## src/hw/dbp_pkg.sv

```systemverilog
// Constants and state type shared by the debug serial port design.
// Assumes a 200 MHz core clock; acknowledge and settle timings derive from DBP_CLK_NS.
package dbp_pkg;

  // Core clock period
  localparam int DBP_CLK_NS = 5;

  // Word sizes of the serial protocol
  localparam int DBP_CMD_W = 8;
  localparam int DBP_DATA_W = 24;
  localparam int DBP_ADDR_W = 3;
  localparam int DBP_REG_N = 8;

  // Command field positions
  localparam int DBP_CMD_RD_BIT = 7;
  localparam int DBP_CMD_GO_BIT = 6;

  // Counter width for bits, acknowledge and settle periods
  localparam int DBP_CNT_W = 6;

  // Acknowledge pulse width, least time, rounded up
  localparam int DBP_ACK_NS = 20;
  localparam int DBP_ACK_CYC = (DBP_ACK_NS + DBP_CLK_NS - 1) / DBP_CLK_NS;

  // Tri-state settle time on a pin direction change, rounded up
  localparam int DBP_TRI_NS = 10;
  localparam int DBP_TRI_CYC = (DBP_TRI_NS + DBP_CLK_NS - 1) / DBP_CLK_NS;

  // Cycles after reset release before the synced request is trusted
  localparam int DBP_BOOT_CYC = 3;

  // Idle levels of the pins
  localparam logic DBP_SOUT_IDLE = 1'h1;
  localparam logic DBP_REQ_IDLE = 1'h1;

  typedef enum logic [3:0] {
    ST_BOOT,
    ST_RUN,
    ST_HALTING,
    ST_RELEASE,
    ST_ACK,
    ST_WAITREL,
    ST_CMD,
    ST_RD_FETCH,
    ST_RD_LOAD,
    ST_RD_SHIFT,
    ST_WR_SHIFT,
    ST_WR_COMMIT,
    ST_EXIT
  } dbp_state_t;

endpackage : dbp_pkg

```

## src/hw/dbp_port.sv

```systemverilog
// Debug serial port: halts the core on request, takes serial commands,
// returns register data and drives chip status outside debug mode.
// Assumes pins are asynchronous to mclk and the shift clock is slow.
`timescale 1ns/1ps
// How it works
// - Serial input bits are taken only while in debug mode.
// - Input bits are sampled on falling edges of the shift clock.
// - Commands and data are shifted in most significant bit first.
// - Outside debug mode the data-in pin drives chip status bit 0.
// - Outside debug mode the clock pin drives chip status bit 1.
// - Pins pass through a tri-stated period when changing direction.
// - Output data go out MSB first, updated on rising shift clock edges.
// - Output data come from the register named by the last command.
// - Entering debug mode gives a low acknowledge pulse on the output.
// - After a read command, a low pulse marks data ready, then shifting.
// - Write command: pulse when ready for data, pulse again after writing.
// - Request: finish instruction, save pipeline, enter debug, await commands.
// - Request assert and release in debug mode resets the command logic.
// - A debug request wakes the core from stop or wait.
// - Request held at reset release starts the core in debug mode.
module dbp_port
  import dbp_pkg::*;
#(
  parameter int CMD_W = DBP_CMD_W,
  parameter int DATA_W = DBP_DATA_W,
  parameter int ADDR_W = DBP_ADDR_W
) (
  input wire logic mclk,
  input wire logic rstn,
  input wire logic debug_data_in,
  output logic chip_status_bit0,
  output logic chip_status_bit0_oe_n,
  input wire logic debug_shift_clock,
  output logic chip_status_bit1,
  output logic chip_status_bit1_oe_n,
  output logic debug_serial_out,
  input wire logic debug_request_n,
  input wire logic [1:0] core_status,
  input wire logic core_instr_done,
  output logic core_halt_req,
  output logic core_save_pipe,
  output logic core_wake,
  output logic debug_mode
);

  logic din_s;
  logic sclk_s;
  logic req_n_s;
  logic sclk_p_r;
  logic req_n_p_r;
  logic sclk_fall;
  logic sclk_rise;
  logic req_assert;

  dbp_state_t st_r;
  dbp_state_t st_nxt;
  dbp_state_t ackn_r;
  dbp_state_t ackn_nxt;
  logic [DBP_CNT_W-1:0] cnt_r;
  logic [DBP_CNT_W-1:0] cnt_nxt;
  logic [CMD_W-1:0] cmd_r;
  logic [CMD_W-1:0] cmd_nxt;
  logic [CMD_W-1:0] cmd_in;
  logic [DATA_W-1:0] sr_r;
  logic [DATA_W-1:0] sr_nxt;
  logic sout_r;
  logic sout_nxt;
  logic wake_nxt;
  logic save_nxt;
  logic halt_nxt;
  logic dbg_nxt;
  logic drive_r;
  logic drive_nxt;
  logic [1:0] stat_r;
  logic reg_we;
  logic reg_re;
  logic [DATA_W-1:0] reg_rdata;
  logic in_cmd_phase;
  logic sr_msb;

  // Pin inputs cross into mclk before any logic looks at them
  dbp_sync #(
    .W(3),
    .INIT({1'h0, 1'h0, DBP_REQ_IDLE})
  ) u_sync (
    .mclk(mclk),
    .rstn(rstn),
    .d({debug_data_in, debug_shift_clock, debug_request_n}),
    .q({din_s, sclk_s, req_n_s})
  );

  dbp_regs #(
    .DATA_W(DATA_W),
    .ADDR_W(ADDR_W),
    .DEPTH(DBP_REG_N)
  ) u_regs (
    .mclk(mclk),
    .rstn(rstn),
    .we(reg_we),
    .re(reg_re),
    .addr(cmd_r[ADDR_W-1:0]),
    .wdata(sr_r),
    .rdata(reg_rdata)
  );

  assign sclk_fall = sclk_p_r & ~sclk_s;
  assign sclk_rise = ~sclk_p_r & sclk_s;
  assign req_assert = req_n_p_r & ~req_n_s;
  assign cmd_in = {cmd_r[CMD_W-2:0], din_s};
  assign sr_msb = sr_r[DATA_W-1];
  assign in_cmd_phase = (st_r == ST_WAITREL) || (st_r == ST_CMD) ||
    (st_r == ST_RD_FETCH) || (st_r == ST_RD_LOAD) ||
    (st_r == ST_RD_SHIFT) || (st_r == ST_WR_SHIFT) ||
    (st_r == ST_WR_COMMIT);

  always_comb begin
    st_nxt = st_r;
    ackn_nxt = ackn_r;
    cnt_nxt = cnt_r;
    cmd_nxt = cmd_r;
    sr_nxt = sr_r;
    sout_nxt = sout_r;
    wake_nxt = 1'h0;
    save_nxt = 1'h0;
    reg_we = 1'h0;
    reg_re = 1'h0;
    case (st_r)
      ST_BOOT: begin
        cnt_nxt = cnt_r + 1'h1;
        if (cnt_r == DBP_CNT_W'(DBP_BOOT_CYC - 1)) begin
          cnt_nxt = '0;
          st_nxt = req_n_s ? ST_RUN : ST_RELEASE;
        end
      end
      ST_RUN: begin
        if (req_assert) begin
          wake_nxt = 1'h1;
          st_nxt = ST_HALTING;
        end
      end
      ST_HALTING: begin
        if (core_instr_done) begin
          save_nxt = 1'h1;
          cnt_nxt = '0;
          st_nxt = ST_RELEASE;
        end
      end
      ST_RELEASE: begin
        cnt_nxt = cnt_r + 1'h1;
        if (cnt_r == DBP_CNT_W'(DBP_TRI_CYC - 1)) begin
          cnt_nxt = '0;
          ackn_nxt = ST_WAITREL;
          st_nxt = ST_ACK;
        end
      end
      ST_ACK: begin
        // Line goes low a cycle after entry, so the state lasts one more
        sout_nxt = ~DBP_SOUT_IDLE;
        cnt_nxt = cnt_r + 1'h1;
        if (cnt_r == DBP_CNT_W'(DBP_ACK_CYC)) begin
          cnt_nxt = '0;
          sout_nxt = DBP_SOUT_IDLE;
          st_nxt = ackn_r;
        end
      end
      ST_WAITREL: begin
        // Commands start only after the request is let go
        if (req_n_s) begin
          cnt_nxt = '0;
          cmd_nxt = '0;
          st_nxt = ST_CMD;
        end
      end
      ST_CMD: begin
        if (sclk_fall) begin
          cmd_nxt = cmd_in;
          cnt_nxt = cnt_r + 1'h1;
          if (cnt_r == DBP_CNT_W'(CMD_W - 1)) begin
            cnt_nxt = '0;
            if (cmd_in[DBP_CMD_GO_BIT]) begin
              st_nxt = ST_EXIT;
            end else if (cmd_in[DBP_CMD_RD_BIT]) begin
              st_nxt = ST_RD_FETCH;
            end else begin
              ackn_nxt = ST_WR_SHIFT;
              st_nxt = ST_ACK;
            end
          end
        end
      end
      ST_RD_FETCH: begin
        reg_re = 1'h1;
        st_nxt = ST_RD_LOAD;
      end
      ST_RD_LOAD: begin
        sr_nxt = reg_rdata;
        ackn_nxt = ST_RD_SHIFT;
        st_nxt = ST_ACK;
      end
      ST_RD_SHIFT: begin
        if (sclk_rise) begin
          sout_nxt = sr_msb;
          sr_nxt = {sr_r[DATA_W-2:0], 1'h0};
        end
        if (sclk_fall) begin
          cnt_nxt = cnt_r + 1'h1;
          if (cnt_r == DBP_CNT_W'(DATA_W - 1)) begin
            cnt_nxt = '0;
            sout_nxt = DBP_SOUT_IDLE;
            cmd_nxt = '0;
            st_nxt = ST_CMD;
          end
        end
      end
      ST_WR_SHIFT: begin
        if (sclk_fall) begin
          sr_nxt = {sr_r[DATA_W-2:0], din_s};
          cnt_nxt = cnt_r + 1'h1;
          if (cnt_r == DBP_CNT_W'(DATA_W - 1)) begin
            cnt_nxt = '0;
            st_nxt = ST_WR_COMMIT;
          end
        end
      end
      ST_WR_COMMIT: begin
        reg_we = 1'h1;
        cmd_nxt = '0;
        ackn_nxt = ST_CMD;
        st_nxt = ST_ACK;
      end
      ST_EXIT: begin
        cnt_nxt = cnt_r + 1'h1;
        if (cnt_r == DBP_CNT_W'(DBP_TRI_CYC - 1)) begin
          cnt_nxt = '0;
          st_nxt = ST_RUN;
        end
      end
      default: begin
        st_nxt = ST_RUN;
      end
    endcase
    // Request pulse inside debug mode restarts the command logic
    if (in_cmd_phase && req_assert) begin
      cnt_nxt = '0;
      cmd_nxt = '0;
      sout_nxt = DBP_SOUT_IDLE;
      ackn_nxt = ST_WAITREL;
      st_nxt = ST_ACK;
    end
  end

  always_comb begin
    halt_nxt = (st_nxt != ST_BOOT) && (st_nxt != ST_RUN) &&
      (st_nxt != ST_EXIT);
    dbg_nxt = halt_nxt && (st_nxt != ST_HALTING);
    // Drive status only in run, boot and halting; settle states float
    drive_nxt = (st_nxt == ST_BOOT) || (st_nxt == ST_RUN) ||
      (st_nxt == ST_HALTING);
  end

  always_ff @(posedge mclk or negedge rstn) begin
    if (!rstn) begin
      st_r <= ST_BOOT;
      ackn_r <= ST_WAITREL;
      cnt_r <= '0;
      cmd_r <= '0;
      sr_r <= '0;
      sout_r <= DBP_SOUT_IDLE;
      sclk_p_r <= 1'h0;
      req_n_p_r <= DBP_REQ_IDLE;
      core_wake <= 1'h0;
      core_save_pipe <= 1'h0;
      core_halt_req <= 1'h0;
      debug_mode <= 1'h0;
      drive_r <= 1'h1;
      stat_r <= 2'h0;
    end else begin
      st_r <= st_nxt;
      ackn_r <= ackn_nxt;
      cnt_r <= cnt_nxt;
      cmd_r <= cmd_nxt;
      sr_r <= sr_nxt;
      sout_r <= sout_nxt;
      sclk_p_r <= sclk_s;
      req_n_p_r <= req_n_s;
      core_wake <= wake_nxt;
      core_save_pipe <= save_nxt;
      core_halt_req <= halt_nxt;
      debug_mode <= dbg_nxt;
      drive_r <= drive_nxt;
      stat_r <= drive_nxt ? core_status : 2'h0;
    end
  end

  assign debug_serial_out = sout_r;
  assign chip_status_bit0 = stat_r[0];
  assign chip_status_bit1 = stat_r[1];
  assign chip_status_bit0_oe_n = ~drive_r;
  assign chip_status_bit1_oe_n = ~drive_r;

  localparam int TRI_SETTLE = DBP_TRI_CYC;
endmodule : dbp_port

```

## src/hw/dbp_sync.sv

```systemverilog
// Two-flop synchroniser for a bundle of single-bit pin inputs.
// Assumes inputs are asynchronous to mclk; reset value is a constant.
`timescale 1ns/1ps
module dbp_sync #(
  parameter int W = 1,
  parameter logic [W-1:0] INIT = '0
) (
  input wire logic mclk,
  input wire logic rstn,
  input wire logic [W-1:0] d,
  output logic [W-1:0] q
);

  logic [W-1:0] meta_r;
  logic [W-1:0] meta_nxt;
  logic [W-1:0] q_nxt;

  always_comb begin
    meta_nxt = d;
    q_nxt = meta_r;
  end

  always_ff @(posedge mclk or negedge rstn) begin
    if (!rstn) begin
      meta_r <= INIT;
      q <= INIT;
    end else begin
      meta_r <= meta_nxt;
      q <= q_nxt;
    end
  end

endmodule : dbp_sync

```

## src/hw/dbp_regs.sv

```systemverilog
// Internal debug register file reached by serial commands.
// Assumes one access per cycle; read data are registered, one cycle late.
`timescale 1ns/1ps
module dbp_regs
  import dbp_pkg::*;
#(
  parameter int DATA_W = DBP_DATA_W,
  parameter int ADDR_W = DBP_ADDR_W,
  parameter int DEPTH = DBP_REG_N
) (
  input wire logic mclk,
  input wire logic rstn,
  input wire logic we,
  input wire logic re,
  input wire logic [ADDR_W-1:0] addr,
  input wire logic [DATA_W-1:0] wdata,
  output logic [DATA_W-1:0] rdata
);

  logic [DATA_W-1:0] mem [DEPTH];
  logic [DATA_W-1:0] rdata_nxt;

  always_comb begin
    rdata_nxt = rdata;
    if (re) begin
      rdata_nxt = mem[addr];
    end
  end

  always_ff @(posedge mclk) begin
    if (we) begin
      mem[addr] <= wdata;
    end
  end

  always_ff @(posedge mclk or negedge rstn) begin
    if (!rstn) begin
      rdata <= '0;
    end else begin
      rdata <= rdata_nxt;
    end
  end

endmodule : dbp_regs

```

## config.mk

```make
export PLATFORM = sky130hd
export DESIGN_NAME = dbp_port
export DESIGN_NICKNAME = d
export VERILOG_FILES = /design/src/hw/dbp_pkg.sv /design/src/hw/dbp_port.sv /design/src/hw/dbp_sync.sv /design/src/hw/dbp_regs.sv
export SDC_FILE = /design/constraint.sdc
export NUM_CORES = 1
export LEC_CHECK = 0
export BUFFER_PORTS_ARGS = -buffer_cell sky130_fd_sc_hd__buf_2
export CORE_ASPECT_RATIO = 1.5
export CORE_MARGIN = 1
export CORE_UTILIZATION = 55
export DETAILED_ROUTE_END_ITERATION = 6
export PLACE_DENSITY = 0.71
export SLEW_MARGIN = 20
export SYNTH_ARGS = -nofsm -noshare
export SYNTH_HDL_FRONTEND = slang
export SYNTH_SLANG_ARGS = --single-unit
```

## constraint.sdc

```tcl
create_clock -name mclk -period 9.6 [get_ports mclk]
set_input_delay 0.48 -clock mclk [delete_from_list [all_inputs] [get_ports mclk]]
set_output_delay 0.48 -clock mclk [all_outputs]
set_load 0.05 [all_outputs]
```

### Word-level counts from Yosys, hierarchy flattened

Memories as Yosys holds them, arrays and structs flattened. A register that Yosys moved wholly into a read port is not among the register bits.
Cells that the tools add are included.

* add/sub/neg operators: 1
* equality and inequality tests: 34
* mux-type cells: 60
* bitwise gates (word level): 7
* reduce and logical (&&, ||, !) cells: 28

Operators with widths (number)
* $mux 4: 21
* $pmux 24 s3: 1
* $mux 6: 10
* $mux 24: 2
* $pmux 4 s12: 1
* $pmux 6 s7: 1
* $mux 7: 5
* $pmux 7 s4: 1
* $eq 4x4->1 const B: 5
* $eq 4x3->1 const B: 4
* $pmux 4 s4: 1
* $mux 1: 13
* $eq 4x2->1 const B: 3
* $eq 6x3->1 const B: 2
* $ne 3x1->1 const B: 4
* $ne 3x2->1 const B: 4
* $reduce_and 5->1: 2
* $reduce_bool 5->1: 2
* $eq 4x1->1 const B: 2
* $logic_not 4->1: 2
* $logic_or 1x1->1: 8
* $reduce_bool 8->1: 1
* $add 6x1->6 const B: 1
* $eq 6x1->1 const B: 1
* 18 further kinds: 33

* register bits: 61
* memory bits (writable): 192
* input port bits: 8
* output and inout port bits: 9
* word-level logic and storage cells: 147
* memories: 1

Memories
* u_regs.mem: words 8, bits a word 24, read ports 1, clocked after memory_dff 1, wr ports 1, line dbp_regs.sv:20 `logic [DATA_W-1:0] mem [DEPTH];`

### Depth between registers and ports, before layout

* depth after elaboration: 13
* mapped depth: 9
* mapped depth without buffers: 8

### Modules after synthesis

From an unflattened synthesis, not the netlist that was laid out.

* cell total of the unflattened synthesis: 835
* area, all modules: 11808.8 um^2

By module, submodules not included
* dbp_regs: times used 1, cells each 452, area each 8249.2 um^2, sequential area each 6366.1 um^2
* dbp_port: times used 1, cells each 377, area each 3407.0 um^2, sequential area each 1382.6 um^2
* dbp_sync: times used 1, cells each 6, area each 152.6 um^2, sequential area each 152.6 um^2

### Worst setup path after synthesis

Ideal clock, no wire load.

* path type: register to register
* from: register cmd_r[0]
* to: memory u_regs.mem[0][0] in the netlist's numbering (enable)
* library setup time: 435 ps
* data arrival time: 3092 ps
* required time: 9165 ps
* slack: 6073 ps
* stages on the path, launching flop included: 6
* buffers on the path: 3
* clock period less this slack: 3527 ps
* cells stage by stage: dfrtp_1 clkbuf_1 buf_2 buf_2 or3_1 nor3_1

RTL lines
* from (decl): line dbp_port.sv:61 `logic [CMD_W-1:0] cmd_r;`
* from (signal assigned): line dbp_port.sv:281 `cmd_r <= cmd_nxt;`
* to (decl): line dbp_regs.sv:20

No word-level cell before the write port.

### Worst setup path after layout

* from: register cmd_r[0]
* to: memory u_regs.mem[2][13] in the netlist's numbering (enable)

No word-level cell before the write port.

==> flow_metrics.py <==
metrics = {
    "status": {
        "status": "complete, no violations",
    },
    "setup_path": {
        "crit_path_max_fanout": 42,
        "critPathCaptureType": "flop",
        "criticalPathCategory": "reg2reg",
        "cp-start-kind": "flop",
        "crit_arrival_ns": 3.26,
        "required_ns": 9.82,
    },
    "yosys": {
        "syn_nets": 809,
        "synthArstFlopShare_pct": 30.69,
        "yosysTopAreaCell": "edfxtp_1",
        "synth_seq_cells": 277,
        "ys_seq_area_share_pct": 67.66,
        "ys_types": 84,
        "synth_area_leaders": "edfxtp_1 (49%), dfrtp_1 (17%), mux2i_1 (5.7%)",
        "synth_area_um2": 11680,
        "synth_top_area_share_pct": 49.37,
        "synth_edf_count": 192,
        "syn_inst": 797,
        "syn_area_per_cell_um2": 14.65,
        "synthFlopType": "edfxtp_1",
        "yosys_warnings": 0,
    },
    "route": {
        "ant_nets": 0,
        "wire_per_inst_um": 23.92,
        "vias": 6850,
        "drtIter0Drc": 570,
        "dr.pass1.iters": 5,
        "drc": 0,
        "totalWireLength_mm": 26.14,
        "viasPerCell": 6.267,
    },
    "floorplanning": {
        "top_level_ports": 17,
        "fp.dieW_um": 121.0,
        "die_y_um": 180.5,
        "die_area_um2": 21830,
        "start_util_pct": 56.74,
        "core_um2": 20580,
        "rows": 64,
    },
    "place": {
        "numPortBuffers": 16,
        "place.gp.congestion": 0.9000,
        "dp.final_hpwl_mm": 15.95,
        "place_area_um2": 12030,
        "dp_cells": 1044,
    },
    "global_routing": {
        "met3_usage_pct": 2.816,
        "busiest_layer": "met2",
        "gr-usage-all-layers_pct": 24.77,
        "met1_usage_pct": 29.90,
        "antenna_found_initial": 0,
        "first_global_vias": 7101,
        "grt_overflow": 0,
        "grtUsageMet2_pct": 43.18,
        "grt_pass1_wl_mm": 40.46,
        "grt_max_degree": 53,
    },
    "sta": {
        "tns_ns": 0,
        "period_share_pct": 31.69,
        "slew_headroom_pct": 31.05,
        "fin_skew_ns": 0.01949,
        "fmax_mhz": 328.8,
        "hold_ws_ns": 0.04921,
        "final_hold_viol_count": 0,
        "period_minus_slack_ns": 3.042,
        "rsz0062_at_grt": "no",
        "finalSetupViolCount": 0,
        "tightest_slew_ns": 1.034,
        "slew_violations": 0,
    },
    "cells_and_area": {
        "instances_no_fill": 1093,
        "final_common_cell": "edfxtp_1",
        "nNetsFinal": 821,
        "drive_above_1_share_pct": 17.13,
        "diodes": 0,
        "stdcell_area_um2": 13000,
        "synthToLayoutAreaGrowth_pct": 11.35,
        "fin_util_pct": 63.18,
        "layout_common_cells": "edfxtp_1 (192), nand2_1 (77), dfrtp_1 (77), mux2i_1 (66), o21ai_0 (58)",
        "fill_cells": 1473,
    },
    "pwr": {
        "leakagePower_nw": 4.804,
        "ir_drop_v": 0.0001706,
        "p_seq_share_pct": 44.9,
        "p_comb_share_pct": 22.6,
        "clockPowerShare_pct": 32.6,
        "p_per_area_nw_per_um2": 268.2,
        "p_sw_mw": 1.046,
        "p_int_mw": 2.442,
        "p_sw_share_pct": 29.99,
    },
    "clocking": {
        "cts_sinks": 277,
        "root_buffer": "clkbuf_16",
        "cts_tree": "built",
        "clockBufferDepth": 3,
        "numCtsBuffers": 26,
        "clk-insertion-delay-late_ns": 0.53,
        "post-cts-setup-buffers": 0,
        "htreeDepth": 1,
        "clk_pin_slew_ns": 0.06,
    },
    "worst_hold_path": {
        "hp-class": "in2reg",
    },
    "run": {
        "drv_cap": 0,
    },
}
-- critical path, cell delays in order, from the launching register on --
cell and delay [ns]:
dfrtp_4 0.62, buf_4 0.40, or3_1 0.56, nor2_2 0.75
buf_4 0.38
-- through the flow --
step / setup WS (ns) / total power [mW]
2_1_floorplan: 6.073 / 2.171
3_3_place_gp: 6.539 / 2.345
3_5_place_dp: 6.479 / 2.373
4_1_cts: 6.398 / 3.505
5_1_grt: 6.433 / 3.640
6_report: 6.558 / 3.488
-- synthesized netlist by cell type (3+ instances only) --
master,count
nand2_1,77
a21oi_1,12
mux4_2,28
clkbuf_1,24
o22ai_1,10
mux2i_1,66
buf_6,4
nand3_1,9
buf_2,15
a31oi_1,3
nor2b_1,7
and2_1,7
nand2b_1,12
nor2_1,56
or3_1,4
buf_4,6
o21a_1,3
a221oi_1,22
a21o_1,3
nor3_1,5
and3_1,3
dfstp_2,7
o21ai_0,59
dfrtp_1,78
inv_1,12
ha_1,4
o21ai_1,5
edfxtp_1,192
-- repair_timing --
action	in CTS	in global routing
endpoints found under the hold margin	30	0
gates resized for setup	0	0
hold buffers	1	0
-- layer usage --
layer / part of all wire, % / wire length (um)
met1: 38 / 9854
met2: 53 / 13940
met3: 4.4 / 1149
met4: 4.6 / 1193
met5: 0 / 0
-- kinds of logic after synthesis --
logic type / after synthesis / share of synthesized area [%]
compound gates: 149 / 9.043
mux: 95 / 11.15
buf+inv: 64 / 2.668
flops: 277 / 67.66
simple gates: 207 / 8.957
fa+ha+maj: 5 / 0.5143
-- registers in the layout, indices dropped and copies added (netlist names) --
signal            cells
stat_r                2
cnt_r                 6
sr_r                 24
drive_r               1
cmd_r                 7
u_regs.mem          192
sclk_p_r              1
core_save_pipe        1
core_wake             1
debug_serial_out      1
debug_mode            1
core_halt_req         1
u_sync.meta_r         3
ackn_r                4
u_regs.rdata         24
req_n_p_r             1
st_r                  4
u_sync.q              3
-- power by group through the flow --
stage	registers, mW	clock network (mW)	logic, mW
floorplan	1.56	0	0.616
global placement	1.58	0	0.770
detailed placement	1.59	0	0.785
CTS	1.56	1.15	0.790
global route	1.58	1.20	0.862
finish	1.56	1.14	0.787
-- area by class of cell --
cell class	instances	area [um2]	area share (%)
flip-flops and latches	277	7905	60.80
inverters	13	48.80	0.3753
well taps	264	330.3	2.540
repair buffers	35	247.7	1.905
clock inverters	17	267.8	2.059
multi-input cells	456	3512	27.01
clock buffers	31	690.7	5.312
-- path summary, 6_finish.rpt --
| kind | cells after the start | start | slack, ns | to |
|---|---|---|---|---|
| worst max-delay path | 4 | cmd_r[0] | 6.56 | u_regs.mem[2][13] |
| worst min-delay path | 1 | debug_request_n | 0.05 | u_sync.meta_r[0] |
| worst max register to register | 4 | cmd_r[0] | 6.56 | u_regs.mem[2][13] |
| worst min register to register | 0 | u_sync.meta_r[0] | 0.35 | u_sync.q[0] |
| max in group asynchronous | 3 | rstn | 8.07 | cmd_r[0] |
| min in group asynchronous | 2 | rstn | 0.44 | cnt_r[1] |
No activity file was read; power rests on OpenSTA's default activity.
